==> src/hdl/rcs_params.svh <==
// constants of the reader command sequencer: codes, sizes, timing
// assumes one 200 MHz clock shared by both ends
//
// Function
// written command code starts that command
// arguments and data travel through the fifo
// stream commands consume fifo bytes at once
// argument commands wait for full argument count
// fifo is not flushed at command start
// new code aborts any running command; the code leaves init running and ignores a written 3Fh
// code 3Fh runs reset and initialisation
// init only by reset, never by host
// code 00h idles and cancels current command
// code 1Ah sends fifo stream to card
// code 16h waits delay, then receives
// host uses standalone receive for test only
// finished command returns register to idle
`ifndef RCS_PARAMS_SVH
`define RCS_PARAMS_SVH

`define RCS_CMD_IDLE     8'h00
`define RCS_CMD_TRANSMIT 8'h1A
`define RCS_CMD_RECEIVE  8'h16
`define RCS_CMD_POWERUP  8'h3F

`define RCS_FIFO_DEPTH   64
`define RCS_PTR_W        6
`define RCS_LVL_W        7

`define RCS_CLK_PERIOD_PS 5000
`define RCS_INIT_TIME_NS  160
`define RCS_INIT_CYCLES \
   ((`RCS_INIT_TIME_NS * 1000 + `RCS_CLK_PERIOD_PS - 1) / `RCS_CLK_PERIOD_PS)
`define RCS_INIT_CNT_W    8

`endif

==> src/hdl/rcs_pkg.sv <==
// types of the reader command sequencer
// assumes rcs_params.svh is on the include path
`include "rcs_params.svh"

package rcs_pkg;

   typedef enum logic [4:0] {
      ST_INIT = 5'h01,
      ST_IDLE = 5'h02,
      ST_TX   = 5'h04,
      ST_WAIT = 5'h08,
      ST_RX   = 5'h10
   } rcs_state_t;

   typedef struct packed {
      rcs_state_t                 state;
      logic [7:0]                 cmd;
      logic [`RCS_PTR_W-1:0]      wr_ptr;
      logic [`RCS_PTR_W-1:0]      rd_ptr;
      logic [`RCS_LVL_W-1:0]      level;
      logic [7:0]                 wait_cnt;
      logic [`RCS_INIT_CNT_W-1:0] init_cnt;
      logic [7:0]                 tx_data;
      logic                       tx_valid;
      logic [7:0]                 rd_data;
      logic                       rx_en;
   } rcs_dev_t;

   typedef struct packed {
      logic       cmd_wr;
      logic [7:0] cmd_code;
      logic       busy;
      logic       done;
      logic       wr_valid;
      logic [7:0] wr_data;
      logic       un_valid;
   } rcs_host_t;

endpackage : rcs_pkg

==> src/hdl/rcs_if.sv <==
// link between host and sequencer: command port and fifo access
// assumes both ends run on the same clock
`timescale 1ns/1ps
`default_nettype none
`include "rcs_params.svh"

interface rcs_if;
   logic                  cmd_wr;     // one-cycle command write
   logic [7:0]            cmd_code;
   logic [7:0]            cmd_cur;    // command register readback
   logic                  wr_valid;   // host push into fifo
   logic [7:0]            wr_data;
   logic                  wr_ready;
   logic                  rd_valid;   // host pop from fifo
   logic [7:0]            rd_data;
   logic                  rd_ready;
   logic [`RCS_LVL_W-1:0] level;

   modport dev (input cmd_wr, cmd_code, wr_valid, wr_data, rd_ready,
                output cmd_cur, wr_ready, rd_valid, rd_data, level);
   modport host (output cmd_wr, cmd_code, wr_valid, wr_data, rd_ready,
                 input cmd_cur, wr_ready, rd_valid, rd_data, level);
endinterface : rcs_if

`default_nettype wire

==> src/hdl/rcs_device.sv <==
// command sequencer of the reader, with its 64-byte fifo
// assumes a host on rcs_if.dev, a radio transmitter taking bytes
// on TX_*, and a receiver delivering bytes on RX_*
`timescale 1ns/1ps
`default_nettype none
`include "rcs_params.svh"

module rcs_device (
   input  wire logic        CLOCK,
   input  wire logic        RST_N,
   rcs_if.dev               LINK,
   input  wire logic [7:0]  RX_WAIT,
   output logic      [7:0]  TX_DATA,
   output logic             TX_VALID,
   input  wire logic        TX_READY,
   output logic             RX_ENABLE,
   input  wire logic [7:0]  RX_DATA,
   input  wire logic        RX_VALID,
   output logic             RX_READY,
   input  wire logic        RX_DONE,
   output logic             INIT_ACTIVE
);

   ////////////////////////////////////////////////////////////////////
   // state and storage

   rcs_pkg::rcs_dev_t r_ff;
   rcs_pkg::rcs_dev_t nxt_r;
   logic [7:0]        mem [`RCS_FIFO_DEPTH];

   logic push;
   logic pop;
   logic host_push;
   logic rx_push;
   logic host_pop;
   logic tx_pop;
   logic empty;
   logic full;

   // next state for a code written by the host
   function automatic rcs_pkg::rcs_state_t code_state(input logic [7:0] c);
      // none of these codes takes argument bytes, so none waits on them
      if (c == `RCS_CMD_TRANSMIT) begin
         return rcs_pkg::ST_TX;
      end else if (c == `RCS_CMD_RECEIVE) begin
         return rcs_pkg::ST_WAIT;
      end else begin
         return rcs_pkg::ST_IDLE;
      end
   endfunction : code_state

   ////////////////////////////////////////////////////////////////////
   // fifo port arbitration

   // one push source and one pop source per state keeps the fifo single
   // ported; host pops are held off while transmit owns the read side
   always_comb begin
      empty     = (r_ff.level == '0);
      full      = (r_ff.level == `RCS_LVL_W'(`RCS_FIFO_DEPTH));
      RX_READY  = r_ff.rx_en && !full;
      rx_push   = RX_READY && RX_VALID;
      host_push = LINK.wr_valid && LINK.wr_ready;
      push      = host_push || rx_push;
      tx_pop    = (r_ff.state == rcs_pkg::ST_TX) && !empty
                  && (!r_ff.tx_valid || TX_READY);
      host_pop  = LINK.rd_valid && LINK.rd_ready;
      pop       = tx_pop || host_pop;
   end

   // host handshake: push refused during init and receive, pop refused during init and transmit
   always_comb begin
      LINK.wr_ready = !full && (r_ff.state == rcs_pkg::ST_IDLE
                      || r_ff.state == rcs_pkg::ST_TX);
      LINK.rd_valid = !empty && (r_ff.state == rcs_pkg::ST_IDLE
                      || r_ff.state == rcs_pkg::ST_WAIT
                      || r_ff.state == rcs_pkg::ST_RX);
   end

   ////////////////////////////////////////////////////////////////////
   // sequencer

   always_comb begin
      nxt_r = r_ff;
      // pointers and level
      if (push) begin
         nxt_r.wr_ptr = r_ff.wr_ptr + `RCS_PTR_W'(1);
      end
      if (pop) begin
         nxt_r.rd_ptr = r_ff.rd_ptr + `RCS_PTR_W'(1);
      end
      // only host pops load the read byte, so a waiting byte survives transmit
      if (host_pop) begin
         nxt_r.rd_data = mem[r_ff.rd_ptr];
      end
      if (push && !pop) begin
         nxt_r.level = r_ff.level + `RCS_LVL_W'(1);
      end else if (pop && !push) begin
         nxt_r.level = r_ff.level - `RCS_LVL_W'(1);
      end
      // transmit output stage
      if (r_ff.tx_valid && TX_READY) begin
         nxt_r.tx_valid = 1'b0;
      end
      if (tx_pop) begin
         nxt_r.tx_data  = mem[r_ff.rd_ptr];
         nxt_r.tx_valid = 1'b1;
      end

      case (r_ff.state)
         rcs_pkg::ST_INIT: begin
            // host writes are not looked at here
            nxt_r.cmd = `RCS_CMD_POWERUP; // see R07
            if (r_ff.init_cnt == '0) begin
               nxt_r.state = rcs_pkg::ST_IDLE;
               nxt_r.cmd   = `RCS_CMD_IDLE;
            end else begin
               nxt_r.init_cnt = r_ff.init_cnt - `RCS_INIT_CNT_W'(1);
            end
         end
         rcs_pkg::ST_TX: begin
            // ends once fifo and output stage have both drained
            if (empty && !r_ff.tx_valid) begin
               nxt_r.state = rcs_pkg::ST_IDLE;
               nxt_r.cmd   = `RCS_CMD_IDLE;
            end
         end
         rcs_pkg::ST_WAIT: begin
            if (r_ff.wait_cnt == '0) begin
               nxt_r.state = rcs_pkg::ST_RX;
               nxt_r.rx_en = 1'b1;
            end else begin
               nxt_r.wait_cnt = r_ff.wait_cnt - 8'h01;
            end
         end
         rcs_pkg::ST_RX: begin
            if (RX_DONE) begin
               nxt_r.state = rcs_pkg::ST_IDLE;
               nxt_r.cmd   = `RCS_CMD_IDLE;
               nxt_r.rx_en = 1'b0;
            end
         end
         default: begin
            nxt_r.state = rcs_pkg::ST_IDLE;
         end
      endcase

      // a host write other than 3Fh aborts anything but init and starts the new code
      if (LINK.cmd_wr && r_ff.state != rcs_pkg::ST_INIT
          && LINK.cmd_code != `RCS_CMD_POWERUP) begin // see R06
         nxt_r.state    = code_state(LINK.cmd_code);
         nxt_r.rx_en    = 1'b0;
         nxt_r.tx_valid = 1'b0; // pending byte dropped on abort
         nxt_r.wait_cnt = RX_WAIT;
         if (code_state(LINK.cmd_code) == rcs_pkg::ST_IDLE) begin
            nxt_r.cmd = `RCS_CMD_IDLE; // see R09
         end else begin
            nxt_r.cmd = LINK.cmd_code;
         end
         // pointers untouched: preloaded bytes survive the start
      end
   end

   // registered copy; reset enters init, never a host write
   always_ff @(posedge CLOCK) begin
      if (!RST_N) begin
         r_ff          <= '0;
         r_ff.state    <= rcs_pkg::ST_INIT;
         r_ff.cmd      <= `RCS_CMD_POWERUP;
         r_ff.init_cnt <= `RCS_INIT_CNT_W'(`RCS_INIT_CYCLES - 1);
      end else begin
         r_ff <= nxt_r;
      end
   end

   // fifo storage, no reset needed: level guards every read
   always_ff @(posedge CLOCK) begin
      if (push) begin
         mem[r_ff.wr_ptr] <= host_push ? LINK.wr_data : RX_DATA;
      end
   end

   ////////////////////////////////////////////////////////////////////
   // outputs

   always_comb begin
      LINK.cmd_cur = r_ff.cmd;
      LINK.rd_data = r_ff.rd_data;
      LINK.level   = r_ff.level;
      TX_DATA      = r_ff.tx_data;
      TX_VALID     = r_ff.tx_valid;
      RX_ENABLE    = r_ff.rx_en;
      INIT_ACTIVE  = (r_ff.state == rcs_pkg::ST_INIT);
   end

endmodule : rcs_device

`default_nettype wire

==> src/flat_wrapper.sv <==
// flat-port wrapper written by rule: the top's interface ports become plain ports
module rcs_device_flat 
  (CLOCK, RST_N, RX_WAIT, TX_DATA, TX_VALID, TX_READY, RX_ENABLE, RX_DATA, RX_VALID, RX_READY, RX_DONE, INIT_ACTIVE, LINK_cmd_wr, LINK_cmd_code, LINK_wr_valid, LINK_wr_data, LINK_rd_ready, LINK_cmd_cur, LINK_wr_ready, LINK_rd_valid, LINK_rd_data, LINK_level);
  rcs_if LINK_i ();
  input  wire logic CLOCK;
  input  wire logic RST_N;
  input  wire logic [7:0] RX_WAIT;
  output logic      [7:0] TX_DATA;
  output logic TX_VALID;
  input  wire logic TX_READY;
  output logic RX_ENABLE;
  input  wire logic [7:0] RX_DATA;
  input  wire logic RX_VALID;
  output logic RX_READY;
  input  wire logic RX_DONE;
  output logic INIT_ACTIVE;
  input wire logic [$bits(LINK_i.cmd_wr)-1:0] LINK_cmd_wr;
  input wire logic [$bits(LINK_i.cmd_code)-1:0] LINK_cmd_code;
  input wire logic [$bits(LINK_i.wr_valid)-1:0] LINK_wr_valid;
  input wire logic [$bits(LINK_i.wr_data)-1:0] LINK_wr_data;
  input wire logic [$bits(LINK_i.rd_ready)-1:0] LINK_rd_ready;
  output wire logic [$bits(LINK_i.cmd_cur)-1:0] LINK_cmd_cur;
  output wire logic [$bits(LINK_i.wr_ready)-1:0] LINK_wr_ready;
  output wire logic [$bits(LINK_i.rd_valid)-1:0] LINK_rd_valid;
  output wire logic [$bits(LINK_i.rd_data)-1:0] LINK_rd_data;
  output wire logic [$bits(LINK_i.level)-1:0] LINK_level;
  assign LINK_i.cmd_wr = LINK_cmd_wr;
  assign LINK_i.cmd_code = LINK_cmd_code;
  assign LINK_i.wr_valid = LINK_wr_valid;
  assign LINK_i.wr_data = LINK_wr_data;
  assign LINK_i.rd_ready = LINK_rd_ready;
  assign LINK_cmd_cur = LINK_i.cmd_cur;
  assign LINK_wr_ready = LINK_i.wr_ready;
  assign LINK_rd_valid = LINK_i.rd_valid;
  assign LINK_rd_data = LINK_i.rd_data;
  assign LINK_level = LINK_i.level;
  rcs_device u_core (.CLOCK(CLOCK), .RST_N(RST_N), .LINK(LINK_i), .RX_WAIT(RX_WAIT), .TX_DATA(TX_DATA), .TX_VALID(TX_VALID), .TX_READY(TX_READY), .RX_ENABLE(RX_ENABLE), .RX_DATA(RX_DATA), .RX_VALID(RX_VALID), .RX_READY(RX_READY), .RX_DONE(RX_DONE), .INIT_ACTIVE(INIT_ACTIVE));
endmodule
==> config.mk <==
export PLATFORM = sky130hd
export DESIGN_NAME = rcs_device_flat
export DESIGN_NICKNAME = d
export VERILOG_FILES = /design/src/hdl/rcs_pkg.sv /design/src/hdl/rcs_if.sv /design/src/hdl/rcs_device.sv /design/src/flat_wrapper.sv
export VERILOG_INCLUDE_DIRS = /design/src /design/src/hdl
export SDC_FILE = /design/constraint.sdc
export NUM_CORES = 1
export LEC_CHECK = 0
export BUFFER_PORTS_ARGS = -buffer_cell sky130_fd_sc_hd__clkbuf_2
export CAP_MARGIN = 0
export CORE_MARGIN = 2
export CORE_UTILIZATION = 48
export CTS_CLUSTER_SIZE = 16
export DETAILED_ROUTE_END_ITERATION = 12
export PLACE_DENSITY = 0.7
export SYNTH_ARGS = -nofsm -noshare
export SYNTH_HDL_FRONTEND = slang
export SYNTH_SLANG_ARGS = --single-unit
==> constraint.sdc <==
create_clock -name CLOCK -period 3.22 [get_ports CLOCK]
set_input_delay 0 -clock CLOCK [delete_from_list [all_inputs] [get_ports CLOCK]]
set_output_delay 0 -clock CLOCK [all_outputs]
set_load 0.01 [all_outputs]
==> impl_results.md <==
* Ratio of cells with drive above 1 in the final layout at 21.19%
* Filler cell count at 3821
* Initial antenna violation count at 0
* DRC viols at 0
* Hold Slack at 0.07884 ns
* Post-route antenna net violation count at 0
* Ports at 77
* First-pass GRT wire length at 81560 um
* Synth warn at 0
* Detailed Place HPWL at 34590 um
* Max_slew headroom at 22.65%
* CTS tree: yes
* Worst-Margin Slew at 1.160 ns
* Root Buffer: clkbuf_16
* CP Capture Type: flop
* CP cell instances: xor2_1 -> o2111ai_1 -> a21oi_2 -> inv_1 -> ha_1 -> inv_1 -> fa_1 -> a21o_1 -> a21o_1 -> a211o_1 -> o211ai_1 -> xor2_1 -> and2_1
* Die height at 227.1 um
* FFs w/ async S/R, synth at 0%
* DIE AREA at 51580 um^2
* Lkg Pwr at 8.830 nW
* Crit Path Max Fanout at 6
* Synthesis-to-layout area growth at 14.44%
* Post-synth EDFFs at 512
* Routed WL at 53980 um
* Count of buffers from port buffering at 76
* Overall Global Routing Usage at 21.30%
* Mapped Area at 23890 um^2
* Synth Flop Type: edfxtp_1
* Seq/Total Area, Yosys at 70.38%
* Starting DRT DRC Count at 1434
* RSZ-0062 raised after global routing: false
* Vias per inst at 5.776
* Clock transition at the registers of the reported paths at 0.06 ns
* Syn Inst Count at 1483
* Flop-to-flop setup slack at 0.18 ns
* Clock buffer depth at 3
* Setup total negative slack at 0 ns
* Final worst path period share at 94.51%
* Layout Skew at 0.01966 ns
* Power Density at 535.9 nW/um^2
* Max-Cap Viols at 0
* Ant. Diodes at 0
* Crit-path slowest cell: dfxtp_1
* DR vias at 13620
* Status: completed
* Yosys cell types at 73
* Crit path arrival time at 3.54 ns
* Core Area at 49050 um^2
* Fmax at 328.6 MHz
* H-Tree Depth at 2
* Starting density of the core at 48.71%
* Max Slew Vio Count at 0
* Worst Setup Start Kind: flop
* Period minus WS final at 3.043 ns
* WS Path Type: flop to flop
* Largest net degree at the start of global routing at 65
* Post-Place Cells at 2233
* Row Count at 81
* CP required at 3.71 ns
* DR WL/cell at 22.89 um
* CTS buffer count at 56
* #FFs+latches synth at 584
* Vias in the first global route at 13591
* Final cell count without fillers at 2358
* GP Congestion at 0.8416
* Fin nets at 1705
* Latest clock arrival within the worst-skew pair at 0.61 ns
* Net Count, Synth at 1537
* Slowest cell delay on critical path at 0.49 ns
* Setup-failing EPs final at 0
* VDD IR max at 0.4748 mV
* Initial DRT Pass Iterations at 5
* Aggregate global routing overflow at 0
* Synthesized area per cell at 16.11 um^2
* Die Wd at 227.1 um
* Final Hold Fails at 0
* Worst hold path class: input port to flop
* CTS Sinks at 584
==> metrics by stage <==
step                power [mW]  area, um^2  worst slack [ns]  util (%)
floorplan                8.463       23890            0.2759         -
global placement         8.550       25370            0.1918     51.73
detailed placement       8.559       25370           0.09457     51.73
CTS                      14.75       27330           0.07279     55.71
global route             15.06       27340         0.0003220     55.74
finish                   14.65       27340            0.1767     55.74
==> final cells by class <==
cell class / count / area, um^2 / area share, %
Clock inverter: 31 / 247.7 / 0.9061
Clock buffer: 70 / 1485 / 5.432
Timing Repair Buffer: 218 / 1589 / 5.812
Inverter: 14 / 52.55 / 0.1922
Multi-Input combinational cell: 777 / 6314 / 23.09
Tap cell: 664 / 830.8 / 3.038
Sequential cell: 584 / 16820 / 61.53
==> placed cells by master, fill, tap and decap left out, types with 8 or more instances in the layout <==
master,instances
mux2i_1,169
nor2_1,87
dlygate4sd3_1,22
nor2b_1,18
o211ai_1,8
edfxtp_1,512
buf_4,113
mux4_2,48
o21ai_0,31
and2_1,20
mux2_2,8
clkbuf_1,12
nand2_1,59
a22oi_1,93
xor2_1,12
xnor2_1,18
ha_1,13
dfxtp_1,70
clkbuf_2,76
clkinv_1,16
a21oi_1,47
clkbuf_16,57
nand3_1,27
inv_1,13
==> repair_timing <==
action | in CTS | in global routing
gates resized for setup | 0 | 1
buffers inserted | 0 | 2
endpoints found under the hold margin | 18 | 0
hold buffers | 22 | 0
endpoints found under the setup margin | 0 | 2
==> metal layers <==
metal / vias up / track usage (%) / wire [um]
met1: 6918 / 29.83 / 22680
met5: - / 0 / 0
met3: 78 / 4.104 / 4343
met2: 555 / 34.24 / 25700
li1: 6069 / - / -
met4: 0 / 6.051 / 1259
==> report_power, final <==
| part | internal, mW | leakage [nW] | switching (mW) | total, mW |
|---|---|---|---|---|
| registers | 8.22 | 5.18 | 0.00222 | 8.23 |
| logic | 0.0488 | 2.81 | 0.137 | 0.186 |
| clock network | 3.56 | 0.842 | 2.68 | 6.24 |
==> worst max-delay path, delay by kind of cell (launching register included) <==
kind                     cells  cell delay (ns)
flip-flops                   1             0.49
AND/OR/NAND/NOR              1             0.15
XOR/XNOR                     2             0.24
buffers and inverters        2             0.17
adder cells (fa/ha/maj)      2             0.61
AO/OA/AOI/OAI                6             1.29
==> Yosys cell counts (7+ instances only) <==
cell,n,area [um^2]
xor2_1,12,105.1
nand2_1,59,221.5
o211ai_1,8,60.06
o21ai_0,31,155.2
ha_1,13,162.7
xnor2_1,18,157.7
a22oi_1,93,698.2
buf_2,17,85.08
and2_1,20,125.1
nand4_1,7,43.79
mux2i_1,169,1692
a21oi_1,47,235.2
nor2_1,88,330.3
nor2b_1,20,125.1
nand3_1,27,135.1
clkbuf_1,29,108.9
dfxtp_1,72,1441
mux4_2,48,1081
buf_1,7,26.28
mux2_2,8,90.09
inv_1,13,48.80
nand2b_1,7,43.79
buf_4,41,307.8
nor4_1,7,43.79
edfxtp_1,512,15370
and3_1,7,43.79
==> cells by family after synthesis <==
| group | synth area share [%] |
|---|---|
| AO/OA/AOI/OAI | 6.274 |
| adder cells (fa/ha/maj) | 0.7646 |
| AND/OR/NAND/NOR | 6.268 |
| buffers and inverters | 3.231 |
| multiplexers | 11.98 |
| flip-flops | 70.38 |
| XOR/XNOR | 1.100 |
==> flip-flops by register name, indices dropped and copies added (netlist names), named ones only <==
register and cells:
u_core.LINK.level 7, u_core.r_ff 33, u_core.LINK.rd_data 8, u_core.RX_ENABLE 1, u_core.TX_VALID 1, u_core.LINK.cmd_cur 8
u_core.TX_DATA 8, u_core.mem 512
==> path summary, 6_finish.rpt <==
kind / startpoint / endpoint / cells past startpoint
setup / recovery: u_core.r_ff[64] / u_core.LINK.level[6] / 13
hold / removal: LINK_cmd_code[1] / u_core.r_ff[62] / 5
setup reg to reg: u_core.r_ff[64] / u_core.LINK.level[6] / 13
hold reg to reg: u_core.LINK.rd_data[1] / u_core.LINK.rd_data[1] / 2
Note: power is estimated with default switching activity, not from simulation.
